==> config.mk <==
export PLATFORM = sky130hd
export DESIGN_NAME = scd_command_decode
export DESIGN_NICKNAME = d
export VERILOG_FILES = /design/src/design/scd_pkg.sv /design/src/design/scd_command_decode.sv
export SDC_FILE = /design/constraint.sdc
export NUM_CORES = 1
export LEC_CHECK = 0
export ABC_AREA = 1
export ABC_CLOCK_PERIOD_IN_PS = 2430
export BUFFER_PORTS_ARGS = -buffer_cell sky130_fd_sc_hd__buf_2
export CORE_MARGIN = 3
export CORE_UTILIZATION = 55
export CTS_CLUSTER_SIZE = 30
export DETAILED_ROUTE_END_ITERATION = 8
export PLACE_DENSITY = 0.88
export REMOVE_ABC_BUFFERS = 1
export SLEW_MARGIN = 20
export SYNTH_ARGS = -nofsm -noshare
export SYNTH_HDL_FRONTEND = slang
export SYNTH_SLANG_ARGS = --single-unit
export TNS_END_PERCENT = 1
==> constraint.sdc <==
create_clock -name clk -period 2.43 [get_ports clk]
set_input_delay 0.1215 -clock clk [delete_from_list [all_inputs] [get_ports clk]]
set_output_delay 0.1215 -clock clk [all_outputs]
set_load 0.01 [all_outputs]
==> src/design/scd_pkg.sv <==
package scd_pkg;

    ////////////////////////////////////////////////////////////////////////
    // widths of the memory-side pins
    localparam int ADDR_W = 14;
    localparam int BANK_W = 3;
    localparam int LANE_W = 8;
    localparam int DQ_W = 16;

    // address bit positions with a fixed meaning
    localparam int COL2_BIT = 2;
    localparam int AP_BIT = 10;
    localparam int BC_BIT = 12;
    localparam int MR3_EN_BIT = 2;
    localparam int MR_FIELD_LSB = 0;

    // mode register selects carried on the bank lines
    localparam logic [2:0] MR0_SEL = 3'h0;
    localparam logic [2:0] MR3_SEL = 3'h3;

    // burst setting field of mode register zero
    localparam logic [1:0] BL_FIXED8 = 2'h0;
    localparam logic [1:0] BL_FLY = 2'h1;
    localparam logic [1:0] BL_FIXED4 = 2'h2;

    // calibration patterns, beat 0 in the lsb
    localparam logic [7:0] PATTERN_LOC0 = 8'hAA;
    localparam logic [7:0] PATTERN_RFU = 8'h00;
    localparam logic [1:0] LOC_PREDEF = 2'h0;

    // upper lane bits copy bit 0 when set, else read as zero
    localparam bit FILL_COPY = 1'b1;

    // read latency in link clock cycles
    localparam logic [3:0] READ_LAT_CYC = 4'h5;

    // beat positions and beats left after the first
    localparam logic [2:0] BEAT_FIRST = 3'h0;
    localparam logic [2:0] NIBBLE_HI = 3'h4;
    localparam logic [2:0] LEFT_BL8 = 3'h7;
    localparam logic [2:0] LEFT_BC4 = 3'h3;

    ////////////////////////////////////////////////////////////////////////
    typedef enum logic [4:0] {
        CMD_NOP = 5'h00,
        CMD_DESELECT = 5'h01,
        CMD_MODE_SET = 5'h02,
        CMD_REFRESH = 5'h03,
        CMD_SELF_REF_ENTRY = 5'h04,
        CMD_SELF_REF_EXIT = 5'h05,
        CMD_PRECHARGE = 5'h06,
        CMD_ALL_BANK_CLOSE = 5'h07,
        CMD_ROW_OPEN = 5'h08,
        CMD_WRITE = 5'h09,
        CMD_WRITE_AUTOCLOSE = 5'h0A,
        CMD_READ = 5'h0B,
        CMD_READ_AUTOCLOSE = 5'h0C,
        CMD_POWER_DOWN_ENTRY = 5'h0D,
        CMD_POWER_DOWN_EXIT = 5'h0E,
        CMD_LONG_CAL = 5'h0F,
        CMD_SHORT_CAL = 5'h10,
        CMD_HOLD_LOW = 5'h11,
        CMD_ILLEGAL = 5'h12
    } scd_cmd_e;

    typedef enum logic [1:0] {
        BURST_IDLE = 2'b00,
        BURST_WAIT = 2'b01,
        BURST_STREAM = 2'b10
    } scd_burst_e;

    typedef enum logic [1:0] {
        PWR_ACTIVE = 2'b00,
        PWR_DOWN = 2'b01,
        PWR_SELF_REF = 2'b10
    } scd_power_e;

    typedef struct packed {
        logic cke;
        logic csN;
        logic rasN;
        logic casN;
        logic weN;
        logic [BANK_W-1:0] bank;
        logic [ADDR_W-1:0] addr;
    } scd_pins_s;

    typedef struct packed {
        scd_cmd_e code;
        logic chop;
        logic [BANK_W-1:0] bank;
        logic [ADDR_W-1:0] addr;
    } scd_cmd_s;

endpackage : scd_pkg

==> src/design/scd_command_decode.sv <==
// How it works
// - pattern mode off: reads and writes go to the array, location ignored
// - pattern mode on: a read is redirected to the selected pattern unless a pattern burst is already running
// - pattern reads drive the pattern bit on bit 0 of both lanes
// - bits 7..1 of each lane copy bit 0 or read zero, fixed option
// - eight-beat pattern reads: column bit 2 zero, beats 0 to 7 in order
// - chopped pattern reads: column bit 2 picks beats 0-3 or 4-7
// - pattern reads ignore bank, column 9..3, autoprecharge, high bits other than the chop bit
// - chop select bit honoured only when mode zero enables on-the-fly
// - pattern reads use the normal read latency
// - location zero returns 0,1,0,1... for both burst lengths
// - beat 0 is the pattern lsb, beat 7 its msb
// - write decode, autoprecharge bit picks plain or auto-close variant
// - on-the-fly writes: chop bit low chops to four, high gives eight
// - read decode, autoprecharge bit picks plain or auto-close variant
// - on-the-fly reads: chop bit low chops to four, high gives eight
// - command pins sampled at the rising edge of the link clock
// - deselect acts as no-op and never ends a running burst
// - pattern mode turns read with autoprecharge into a plain read
module scd_command_decode (
    // system
    input wire logic clk,
    input wire logic resetn,
    // memory command pins, asynchronous to clk
    input wire logic memClk,
    input wire scd_pkg::scd_pins_s memPins,
    // read data lanes
    output logic [scd_pkg::DQ_W-1:0] dqOut,
    output logic dqOe,
    // decoded commands
    output scd_pkg::scd_cmd_s cmdOut,
    output logic cmdValid,
    // status
    output logic patternOn,
    output scd_pkg::scd_power_e powerState
);

    ////////////////////////////////////////////////////////////////////////
    // two-stage synchronisers, then edge finding on the link clock
    logic clkSync1, clkSync2, clkPrev;
    scd_pkg::scd_pins_s pinSync1, pinSync2;
    logic linkRise, linkEdge;

    always_ff @(posedge clk or negedge resetn) begin
        if (!resetn) begin
            clkSync1 <= 1'b0;
            clkSync2 <= 1'b0;
            clkPrev <= 1'b0;
            pinSync1 <= '0;
            pinSync2 <= '0;
        end else begin
            clkSync1 <= memClk;
            clkSync2 <= clkSync1;
            clkPrev <= clkSync2;
            pinSync1 <= memPins;
            pinSync2 <= pinSync1;
        end
    end

    // pins share the clock's delay, so they line up with the found edge
    assign linkRise = clkSync2 & ~clkPrev;
    assign linkEdge = clkSync2 ^ clkPrev;

    ////////////////////////////////////////////////////////////////////////
    // command truth table; power state resolves which exit is meant
    function automatic scd_pkg::scd_cmd_e decodeCmd(
        input scd_pkg::scd_pins_s p,
        input logic ckeWas,
        input scd_pkg::scd_power_e pwr
    );
        logic [2:0] rcw;
        logic ap;
        logic idleBus;
        rcw = {p.rasN, p.casN, p.weN};
        ap = p.addr[scd_pkg::AP_BIT];
        idleBus = p.csN | (rcw == 3'h7);
        decodeCmd = scd_pkg::CMD_ILLEGAL;
        if (ckeWas && p.cke) begin
            if (p.csN) begin
                decodeCmd = scd_pkg::CMD_DESELECT;
            end else begin
                case (rcw)
                    3'h0: decodeCmd = scd_pkg::CMD_MODE_SET;
                    3'h1: decodeCmd = scd_pkg::CMD_REFRESH;
                    3'h2: decodeCmd = ap ? scd_pkg::CMD_ALL_BANK_CLOSE
                                         : scd_pkg::CMD_PRECHARGE;
                    3'h3: decodeCmd = scd_pkg::CMD_ROW_OPEN;
                    3'h4: decodeCmd = ap ? scd_pkg::CMD_WRITE_AUTOCLOSE
                                         : scd_pkg::CMD_WRITE;
                    3'h5: decodeCmd = ap ? scd_pkg::CMD_READ_AUTOCLOSE
                                         : scd_pkg::CMD_READ;
                    3'h6: decodeCmd = ap ? scd_pkg::CMD_LONG_CAL
                                         : scd_pkg::CMD_SHORT_CAL;
                    default: decodeCmd = scd_pkg::CMD_NOP;
                endcase
            end
        end else if (ckeWas) begin
            if (idleBus) begin
                decodeCmd = scd_pkg::CMD_POWER_DOWN_ENTRY;
            end else if (rcw == 3'h1) begin
                decodeCmd = scd_pkg::CMD_SELF_REF_ENTRY;
            end
        end else if (p.cke) begin
            if (idleBus) begin
                decodeCmd = (pwr == scd_pkg::PWR_SELF_REF)
                          ? scd_pkg::CMD_SELF_REF_EXIT
                          : scd_pkg::CMD_POWER_DOWN_EXIT;
            end
        end else begin
            decodeCmd = scd_pkg::CMD_HOLD_LOW;
        end
    endfunction : decodeCmd

    // pattern chosen by the location field; unused locations read zero
    function automatic logic [7:0] patternFor(input logic [1:0] loc);
        patternFor = (loc == scd_pkg::LOC_PREDEF) ? scd_pkg::PATTERN_LOC0
                                                  : scd_pkg::PATTERN_RFU;
    endfunction : patternFor

    ////////////////////////////////////////////////////////////////////////
    // command and mode state
    logic ckePrev, next_ckePrev;
    logic [1:0] burstMode, next_burstMode;
    logic [1:0] patternLoc, next_patternLoc;
    logic next_patternOn, next_cmdValid;
    scd_pkg::scd_power_e next_powerState;
    scd_pkg::scd_cmd_s next_cmdOut;
    scd_pkg::scd_cmd_e rawCmd;
    logic rawChop;
    logic patternRead;

    assign rawCmd = decodeCmd(pinSync2, ckePrev, powerState);
    // chop bit honoured only in on-the-fly mode; low bit means chop
    assign rawChop = (burstMode == scd_pkg::BL_FLY)
                   ? ~pinSync2.addr[scd_pkg::BC_BIT]
                   : (burstMode == scd_pkg::BL_FIXED4);
    assign patternRead = linkRise & patternOn
                       & ((rawCmd == scd_pkg::CMD_READ)
                       | (rawCmd == scd_pkg::CMD_READ_AUTOCLOSE));

    always_comb begin
        next_ckePrev = ckePrev;
        next_burstMode = burstMode;
        next_patternOn = patternOn;
        next_patternLoc = patternLoc;
        next_powerState = powerState;
        next_cmdOut = cmdOut;
        next_cmdValid = 1'b0;
        if (linkRise) begin
            next_ckePrev = pinSync2.cke;
            next_cmdValid = 1'b1;
            next_cmdOut.code = rawCmd;
            next_cmdOut.chop = rawChop;
            next_cmdOut.bank = pinSync2.bank;
            next_cmdOut.addr = pinSync2.addr;
            if (patternOn && rawCmd == scd_pkg::CMD_READ_AUTOCLOSE) begin
                next_cmdOut.code = scd_pkg::CMD_READ;
            end
            case (rawCmd)
                scd_pkg::CMD_MODE_SET: begin
                    if (pinSync2.bank == scd_pkg::MR0_SEL) begin
                        next_burstMode =
                            pinSync2.addr[scd_pkg::MR_FIELD_LSB +: 2];
                    end else if (pinSync2.bank == scd_pkg::MR3_SEL) begin
                        next_patternOn = pinSync2.addr[scd_pkg::MR3_EN_BIT];
                        next_patternLoc =
                            pinSync2.addr[scd_pkg::MR_FIELD_LSB +: 2];
                    end
                end
                scd_pkg::CMD_POWER_DOWN_ENTRY:
                    next_powerState = scd_pkg::PWR_DOWN;
                scd_pkg::CMD_SELF_REF_ENTRY:
                    next_powerState = scd_pkg::PWR_SELF_REF;
                scd_pkg::CMD_POWER_DOWN_EXIT,
                scd_pkg::CMD_SELF_REF_EXIT:
                    next_powerState = scd_pkg::PWR_ACTIVE;
                default: next_powerState = powerState;
            endcase
        end
    end

    always_ff @(posedge clk or negedge resetn) begin
        if (!resetn) begin
            ckePrev <= 1'b0;
            burstMode <= scd_pkg::BL_FIXED8;
            patternOn <= 1'b0;
            patternLoc <= scd_pkg::LOC_PREDEF;
            powerState <= scd_pkg::PWR_ACTIVE;
            cmdOut <= '0;
            cmdValid <= 1'b0;
        end else begin
            ckePrev <= next_ckePrev;
            burstMode <= next_burstMode;
            patternOn <= next_patternOn;
            patternLoc <= next_patternLoc;
            powerState <= next_powerState;
            cmdOut <= next_cmdOut;
            cmdValid <= next_cmdValid;
        end
    end

    ////////////////////////////////////////////////////////////////////////
    // pattern read burst: latency wait, then one beat per link edge
    scd_pkg::scd_burst_e burstState, next_burstState;
    logic [3:0] latCnt, next_latCnt;
    logic [2:0] beatIdx, next_beatIdx, beatsLeft, next_beatsLeft;
    logic [2:0] startBeat, next_startBeat;
    logic [7:0] patBits, next_patBits;
    logic [scd_pkg::DQ_W-1:0] next_dqOut;
    logic next_dqOe;
    logic [2:0] driveBeat;
    logic [scd_pkg::LANE_W-1:0] lane;

    always_comb begin
        next_burstState = burstState;
        next_latCnt = latCnt;
        next_beatIdx = beatIdx;
        next_beatsLeft = beatsLeft;
        next_startBeat = startBeat;
        next_patBits = patBits;
        next_dqOe = dqOe;
        driveBeat = beatIdx;
        case (burstState)
            // only bank-free, ap-free fields matter here; rest is ignored
            scd_pkg::BURST_IDLE: begin
                if (patternRead) begin
                    next_burstState = scd_pkg::BURST_WAIT;
                    next_latCnt = scd_pkg::READ_LAT_CYC - 4'h1;
                    next_patBits = patternFor(patternLoc);
                    next_startBeat = (rawChop &&
                        pinSync2.addr[scd_pkg::COL2_BIT])
                        ? scd_pkg::NIBBLE_HI : scd_pkg::BEAT_FIRST;
                    next_beatsLeft = rawChop ? scd_pkg::LEFT_BC4
                                             : scd_pkg::LEFT_BL8;
                end
            end
            // no-op and deselect leave the wait untouched
            scd_pkg::BURST_WAIT: begin
                if (linkRise) begin
                    if (latCnt == 4'h0) begin
                        next_burstState = scd_pkg::BURST_STREAM;
                        next_beatIdx = startBeat;
                        driveBeat = startBeat;
                        next_dqOe = 1'b1;
                    end else begin
                        next_latCnt = latCnt - 4'h1;
                    end
                end
            end
            scd_pkg::BURST_STREAM: begin
                if (linkEdge) begin
                    if (beatsLeft == 3'h0) begin
                        next_burstState = scd_pkg::BURST_IDLE;
                        next_dqOe = 1'b0;
                    end else begin
                        next_beatsLeft = beatsLeft - 3'h1;
                        next_beatIdx = beatIdx + 3'h1;
                        driveBeat = beatIdx + 3'h1;
                    end
                end
            end
            default: next_burstState = scd_pkg::BURST_IDLE;
        endcase
        // beat n takes pattern bit n, lsb first
        lane = scd_pkg::FILL_COPY ? {8{next_patBits[driveBeat]}}
                                  : {7'h00, next_patBits[driveBeat]};
        next_dqOut = next_dqOe ? {lane, lane} : '0;
    end

    always_ff @(posedge clk or negedge resetn) begin
        if (!resetn) begin
            burstState <= scd_pkg::BURST_IDLE;
            latCnt <= 4'h0;
            beatIdx <= scd_pkg::BEAT_FIRST;
            beatsLeft <= 3'h0;
            startBeat <= scd_pkg::BEAT_FIRST;
            patBits <= 8'h00;
            dqOut <= '0;
            dqOe <= 1'b0;
        end else begin
            burstState <= next_burstState;
            latCnt <= next_latCnt;
            beatIdx <= next_beatIdx;
            beatsLeft <= next_beatsLeft;
            startBeat <= next_startBeat;
            patBits <= next_patBits;
            dqOut <= next_dqOut;
            dqOe <= next_dqOe;
        end
    end
endmodule : scd_command_decode

* After elaboration in Yosys (flattened, before gate mapping)
Index checks and enable logic that the tools add are counted.
Widths: inputs -> output; s select.
** Storage, ports and cells
- Flip-flop bits (word level) :: 119
- Input port bits :: 25
- Word-level logic and storage cells :: 144
** Operators by class
- $add $sub $neg :: 3
- $lt $le $gt $ge :: 1
- Equal/unequal tests :: 27
- Mux-type cells :: 49
- Bitwise operators :: 9
- Reduce and logical (&&, ||, !) cells :: 20
** Operators by type and width (count)
- $mux 5 :: 9
- $pmux 5 s7 :: 1
- $mux 3 :: 10
- $mux 8 :: 3
- $eq 5x4->1 const B :: 4
- $mux 16 :: 1
- $mux 4 :: 4
- $ne 2x2->1 const B :: 7
- $eq 3x3->1 const B :: 4
- $mux 2 :: 6
- $pmux 2 s3 :: 2
- $pmux 3 s2 :: 2
- $reduce_and 4->1 :: 3
- $eq 5x3->1 const B :: 2
- $eq 3x2->1 const B :: 3
- $logic_not 3->1 :: 3
- $mux 1 :: 8
- $pmux 4 s2 :: 1
- $eq 2x2->1 const B :: 3
- $eq 5x2->1 const B :: 1
- $reduce_and 5->1 :: 1
- $eq 2x1->1 const B :: 2
- $logic_not 2->1 :: 2
- $logic_not 4->1 :: 1
- other kinds (17) :: 26

* Longest topological paths before layout
- Word-level depth :: 14
- Mapped depth :: 18
- Depth with buffers taken out :: 17

* Least setup slack after synthesis
Ideal clock, no wire load.
- Path type :: flip-flop to flip-flop
- From :: register beatsLeft[0]
- To :: register dqOut[14] (netlist bit)
- Library setup time :: 0.117 ns
- Arrival time :: 1.849 ns
- Required time :: 2.313 ns
- Slack :: 0.464 ns
- Stages on the path, launching flop included :: 14
- Path buffers :: 0
- Clock period less this slack :: 1.966 ns
- Cells stage by stage :: dfrtp_1 -> inv_1 -> ha_1 -> ha_1 -> nor2_1 -> nand3_1 -> a22oi_1 -> inv_1 -> nand3_2 -> nand2_1 -> clkinv_1 -> nand2_1 -> a21oi_2 -> nor2_1
** On the way
- Word-level cells in the longest chain between the ends :: 7
** RTL lines
- start, declared :: RTL line scd_command_decode.sv:206 : logic [2:0] beatIdx, next_beatIdx, beatsLeft, next_beatsLeft;
- start signal, assigned :: RTL line scd_command_decode.sv:284 : beatsLeft <= next_beatsLeft;
- $logic_not 3->1 :: RTL line scd_command_decode.sv:252 : if (beatsLeft == 3'h0) begin
- $mux 3
- $mux 3 :: RTL line scd_command_decode.sv:251 : if (linkEdge) begin
- $pmux 3 s2 :: RTL line scd_command_decode.sv:223 : case (burstState)
- net driveBeat[0] :: RTL line scd_command_decode.sv:211 : logic [2:0] driveBeat;
- $bmux 1 s3
- $mux 1 (implied by the code) :: RTL line scd_command_decode.sv:265 : lane = scd_pkg::FILL_COPY ? {8{next_patBits[driveBeat]}}
- $mux 16 :: RTL line scd_command_decode.sv:267 : next_dqOut = next_dqOe ? {lane, lane} : '0;
- end signal, assigned :: RTL line scd_command_decode.sv:287 : dqOut <= next_dqOut;
- end, declared :: RTL line scd_command_decode.sv:28 : output logic [scd_pkg::DQ_W-1:0] dqOut,
The timed path passes the listed nets, and every way through them passes these cells. The select of a mux whose other input is x is not followed.
A chain may end at the register's enable or synchronous reset.

* Final worst setup path
- From :: register burstState[1]
- To :: register dqOut[14] (netlist bit)
** On the way
- Word-level cells in the longest chain between the ends :: 5
** RTL lines
- start, declared :: RTL line scd_command_decode.sv:204 : scd_pkg::scd_burst_e burstState, next_burstState;
- start signal, assigned :: RTL line scd_command_decode.sv:272 : burstState <= scd_pkg::BURST_IDLE;
- start signal, assigned :: RTL line scd_command_decode.sv:281 : burstState <= next_burstState;
- $eq 2x2->1 or $eq 2x1->1 (tied branches) :: RTL line scd_command_decode.sv:223
- $pmux 3 s2 * :: RTL line scd_command_decode.sv:223
- net driveBeat[1] :: RTL line scd_command_decode.sv:211
- $bmux 1 s3 *
- $mux 1 (implied by the code) * :: RTL line scd_command_decode.sv:265
- $mux 16 * :: RTL line scd_command_decode.sv:267
Mark *: on every way through the listed nets, which the timed path passes. The rest lies on a longest branch. The select of a mux whose other input is x is not followed.

==> reports/metrics.cfg <==
[clock_tree]
htree_levels = 3
clkTransAtPathRegs_ns = 0.10
clk_latency_ns = 0.36
cts_buffers = 9
cts_setup_buffers = 0
holdBufCountCts = 24
cts_tree = yes
cts_root_buf = clkbuf_8
clockBufferDepth = 2
clkSinkCount = 102
post_cts_resized = 0

[synth]
syn_inst = 424
synthFlopType = dfrtp_1
synth_cell_types = 36
synth_edf_count = 0
yosys_register_bits = 102
synth_area_sq_um = 4130
syn_area_per_cell_sq_um = 9.74
synth-async-reset-ratio_pct = 100
ys_warn_count = 0
yosysSeqAreaShare_pct = 61.8

[worst_hold_path]
hold_start = pinSync1[0]
worst_hold_path.endpoint = pinSync2[0]
hold_class = flip-flop to flip-flop
hold_path_depth = 0

[sta]
hold_viol_final = 0
finalCriticalPeriod_ns = 2.16
tightest_slew_ns = 0.770
period_share_pct = 88.9
rsz0062_at_grt = no
setup_tns_ns = 0
skew_ns = 0.0116
setup_violations = 0
fmax_mhz = 463
hold-worst-slack_ns = 0.354
slew_viol_final = 0
maxSlewHeadroom_pct = 48.7

[drt]
drtPass1Iterations = 4
drt_iter0_markers = 113
vias_per_cell = 4.92
routed_wl_microns = 8010
vias = 3008
post-route-drc-count = 0
wire_per_inst_microns = 13.1
ant_nets = 0

[global_routing]
grt_max_degree = 64
grt_pass1_vias = 2965
antenna_found_initial = 0
grt_usage_pct = 20.1
grt_pass1_wl_microns = 13400
overflow = 0

[setup_path]
cp_max_fo = 6
crit_type = flip-flop to flip-flop
r2r_start = burstState[1]
crit-reg2reg-capture = dqOut[14]
required_ns = 2.71
crit_path_frequent_cell = inv_1
reg2reg_slack_ns = 0.27
worst_setup_path_end_kind = flip-flop
cp.arrival_ns = 2.45
startpoint_type = flip-flop
rr_worst_depth = 13
crit_chain = inv_1, ha_1, inv_1, nor2_1, inv_1, nand3_1, a32oi_1, inv_1, nand2_1, nand3_1, nand3_1, nand2_1, nor2_1
slowest_stage = dfrtp_1
worst_path_largest_cell_delay_ns = 0.39

[floorplanning]
core_sq_um = 7020
die_x_microns = 92.6
start_util_pct = 58.8
die_h_microns = 92.6
num_io_pins = 69
dieArea_sq_um = 8580
placementRows = 30

[place]
gp_congestion = 0.906
port_buffers = 68
place_hpwl_microns = 5360
place_inst = 571

[power_and_ir_drop]
peakVddDrop_uv = 550
p_leak_uw = 0.00262
p_per_area_nw_per_um2 = 854

[layout]
final_layout_size_suffix_gt1_share_pct = 22.3
fin_nets = 543
area_growth_pct = 19.3
final_cells = 611
antenna_cells = 0
nFillCells = 511

[run]
cap_viol_max_count = 0

[status]
status = finished clean

-- cell families after synthesis --
logic type                 Yosys count  share of synthesized area, %
and+or+nand+nor                    198                          21.5
DFF                                102                          61.8
buffers and inverters               71                          8.00
AOI/OAI and AO/OA                   44                          6.00
adders and majority gates            8                          2.43
xor gates and xnor gates             1                         0.212
-- report_power, final --
group	leakage (uW)	switching, uW	internal (uW)	total, uW
Clock	0.0000996	594	419	1010
Combinational	0.00126	746	439	1180
Sequential	0.00125	113	1890	2010
-- final cells by class --
type / count / area [sq um] / share of cell area [%]
Clock buffer: 10 / 138 / 2.80
Inverter: 49 / 184 / 3.74
Tap cell: 96 / 120 / 2.44
Timing Repair Buffer: 97 / 633 / 12.9
Sequential cell: 102 / 2550 / 51.8
Clock inverter: 6 / 51.3 / 1.04
Multi-Input combinational cell: 251 / 1240 / 25.3
-- cells in the mapped netlist (2+ instances only) --
cell	count	area share (%)
a21oi_1	6	0.73
buf_4	15	2.7
clkbuf_1	6	0.55
dfrtp_1	102	62
ha_1	8	2.4
inv_1	43	3.9
inv_2	5	0.45
nand2_1	117	11
nand2_2	7	1.1
nand3_1	22	2.7
nand3_2	3	0.73
nand4_1	6	0.91
nor2_1	27	2.5
nor2_2	2	0.30
nor3_1	6	0.73
o211ai_1	2	0.36
o21ai_0	26	3.2
o21ai_1	3	0.36
-- critical path: cells and delay by family (launching register included) --
kind	cells	cell delay, ns
fa+ha+maj	1	0.26
compound gates	1	0.32
simple gates	7	0.62
flops	1	0.39
buf+inv	4	0.51
-- flip-flops by register name, summed over array words and instances, names as in the netlist, 2 cells and up --
signal / flops
latCnt: 4
patBits: 8
cmdOut: 23
powerState: 2
beatsLeft: 3
beatIdx: 3
burstMode: 2
pinSync1: 22
pinSync2: 22
patternLoc: 2
burstState: 2
-- how the worst max path moves through the flow --
stage	from	slack [ns]	to
6_report	burstState[1]	0.27	dqOut[14]
5_1_grt	burstState[1]	0.06	dqOut[14]
4_1_cts	burstState[1]	0.28	dqOut[14]
3_5_place_dp	burstState[1]	0.30	dqOut[14]
3_3_place_gp	burstState[1]	0.39	dqOut[14]
2_1_floorplan	clkPrev	0.29	dqOut[14]
-- cell usage in the layout, fill, tap and decap left out, types with 2 or more instances in the layout --
cell | synthesis | routed
nand4_1 | 6 | 6
buf_4 | 15 | 5
nand3_2 | 3 | 3
nand2_2 | 7 | 7
nand2_1 | 117 | 117
clkbuf_8 | 0 | 10
inv_6 | 0 | 3
ha_1 | 8 | 8
a21oi_1 | 6 | 6
o21ai_0 | 26 | 26
buf_2 | 0 | 67
o21ai_1 | 3 | 3
dfrtp_1 | 102 | 102
nand3_1 | 22 | 22
nor3_1 | 6 | 6
nor2_2 | 2 | 2
inv_2 | 5 | 5
o211ai_1 | 2 | 2
dlygate4sd3_1 | 0 | 24
inv_1 | 43 | 43
nor2_1 | 27 | 27
-- stage by stage --
step / instance area [sq um] / total power [uW] / worst slack (ns) / util (%)
detailed placement: 4490 / 3180 / 0.300 / 64.0
global route: 4920 / 4490 / 0.0615 / 70.1
finish: 4920 / 4210 / 0.269 / 70.1
CTS: 4920 / 4230 / 0.280 / 70.1
global placement: 4490 / 3130 / 0.394 / 64.0
floorplan: 3980 / 2790 / 0.293 / -
-- per-layer routing --
| layer | share of wire (%) | up-vias | GRT usage, % |
|---|---|---|---|
| met5 | 0 | - | 0 |
| met2 | 50 | 84 | 33.4 |
| met4 | 0.96 | 0 | 7.94 |
| li1 | - | 1497 | - |
| met1 | 44 | 1420 | 25.6 |
| met3 | 5.1 | 7 | 4.63 |
Power figures use the tool's default switching activity.
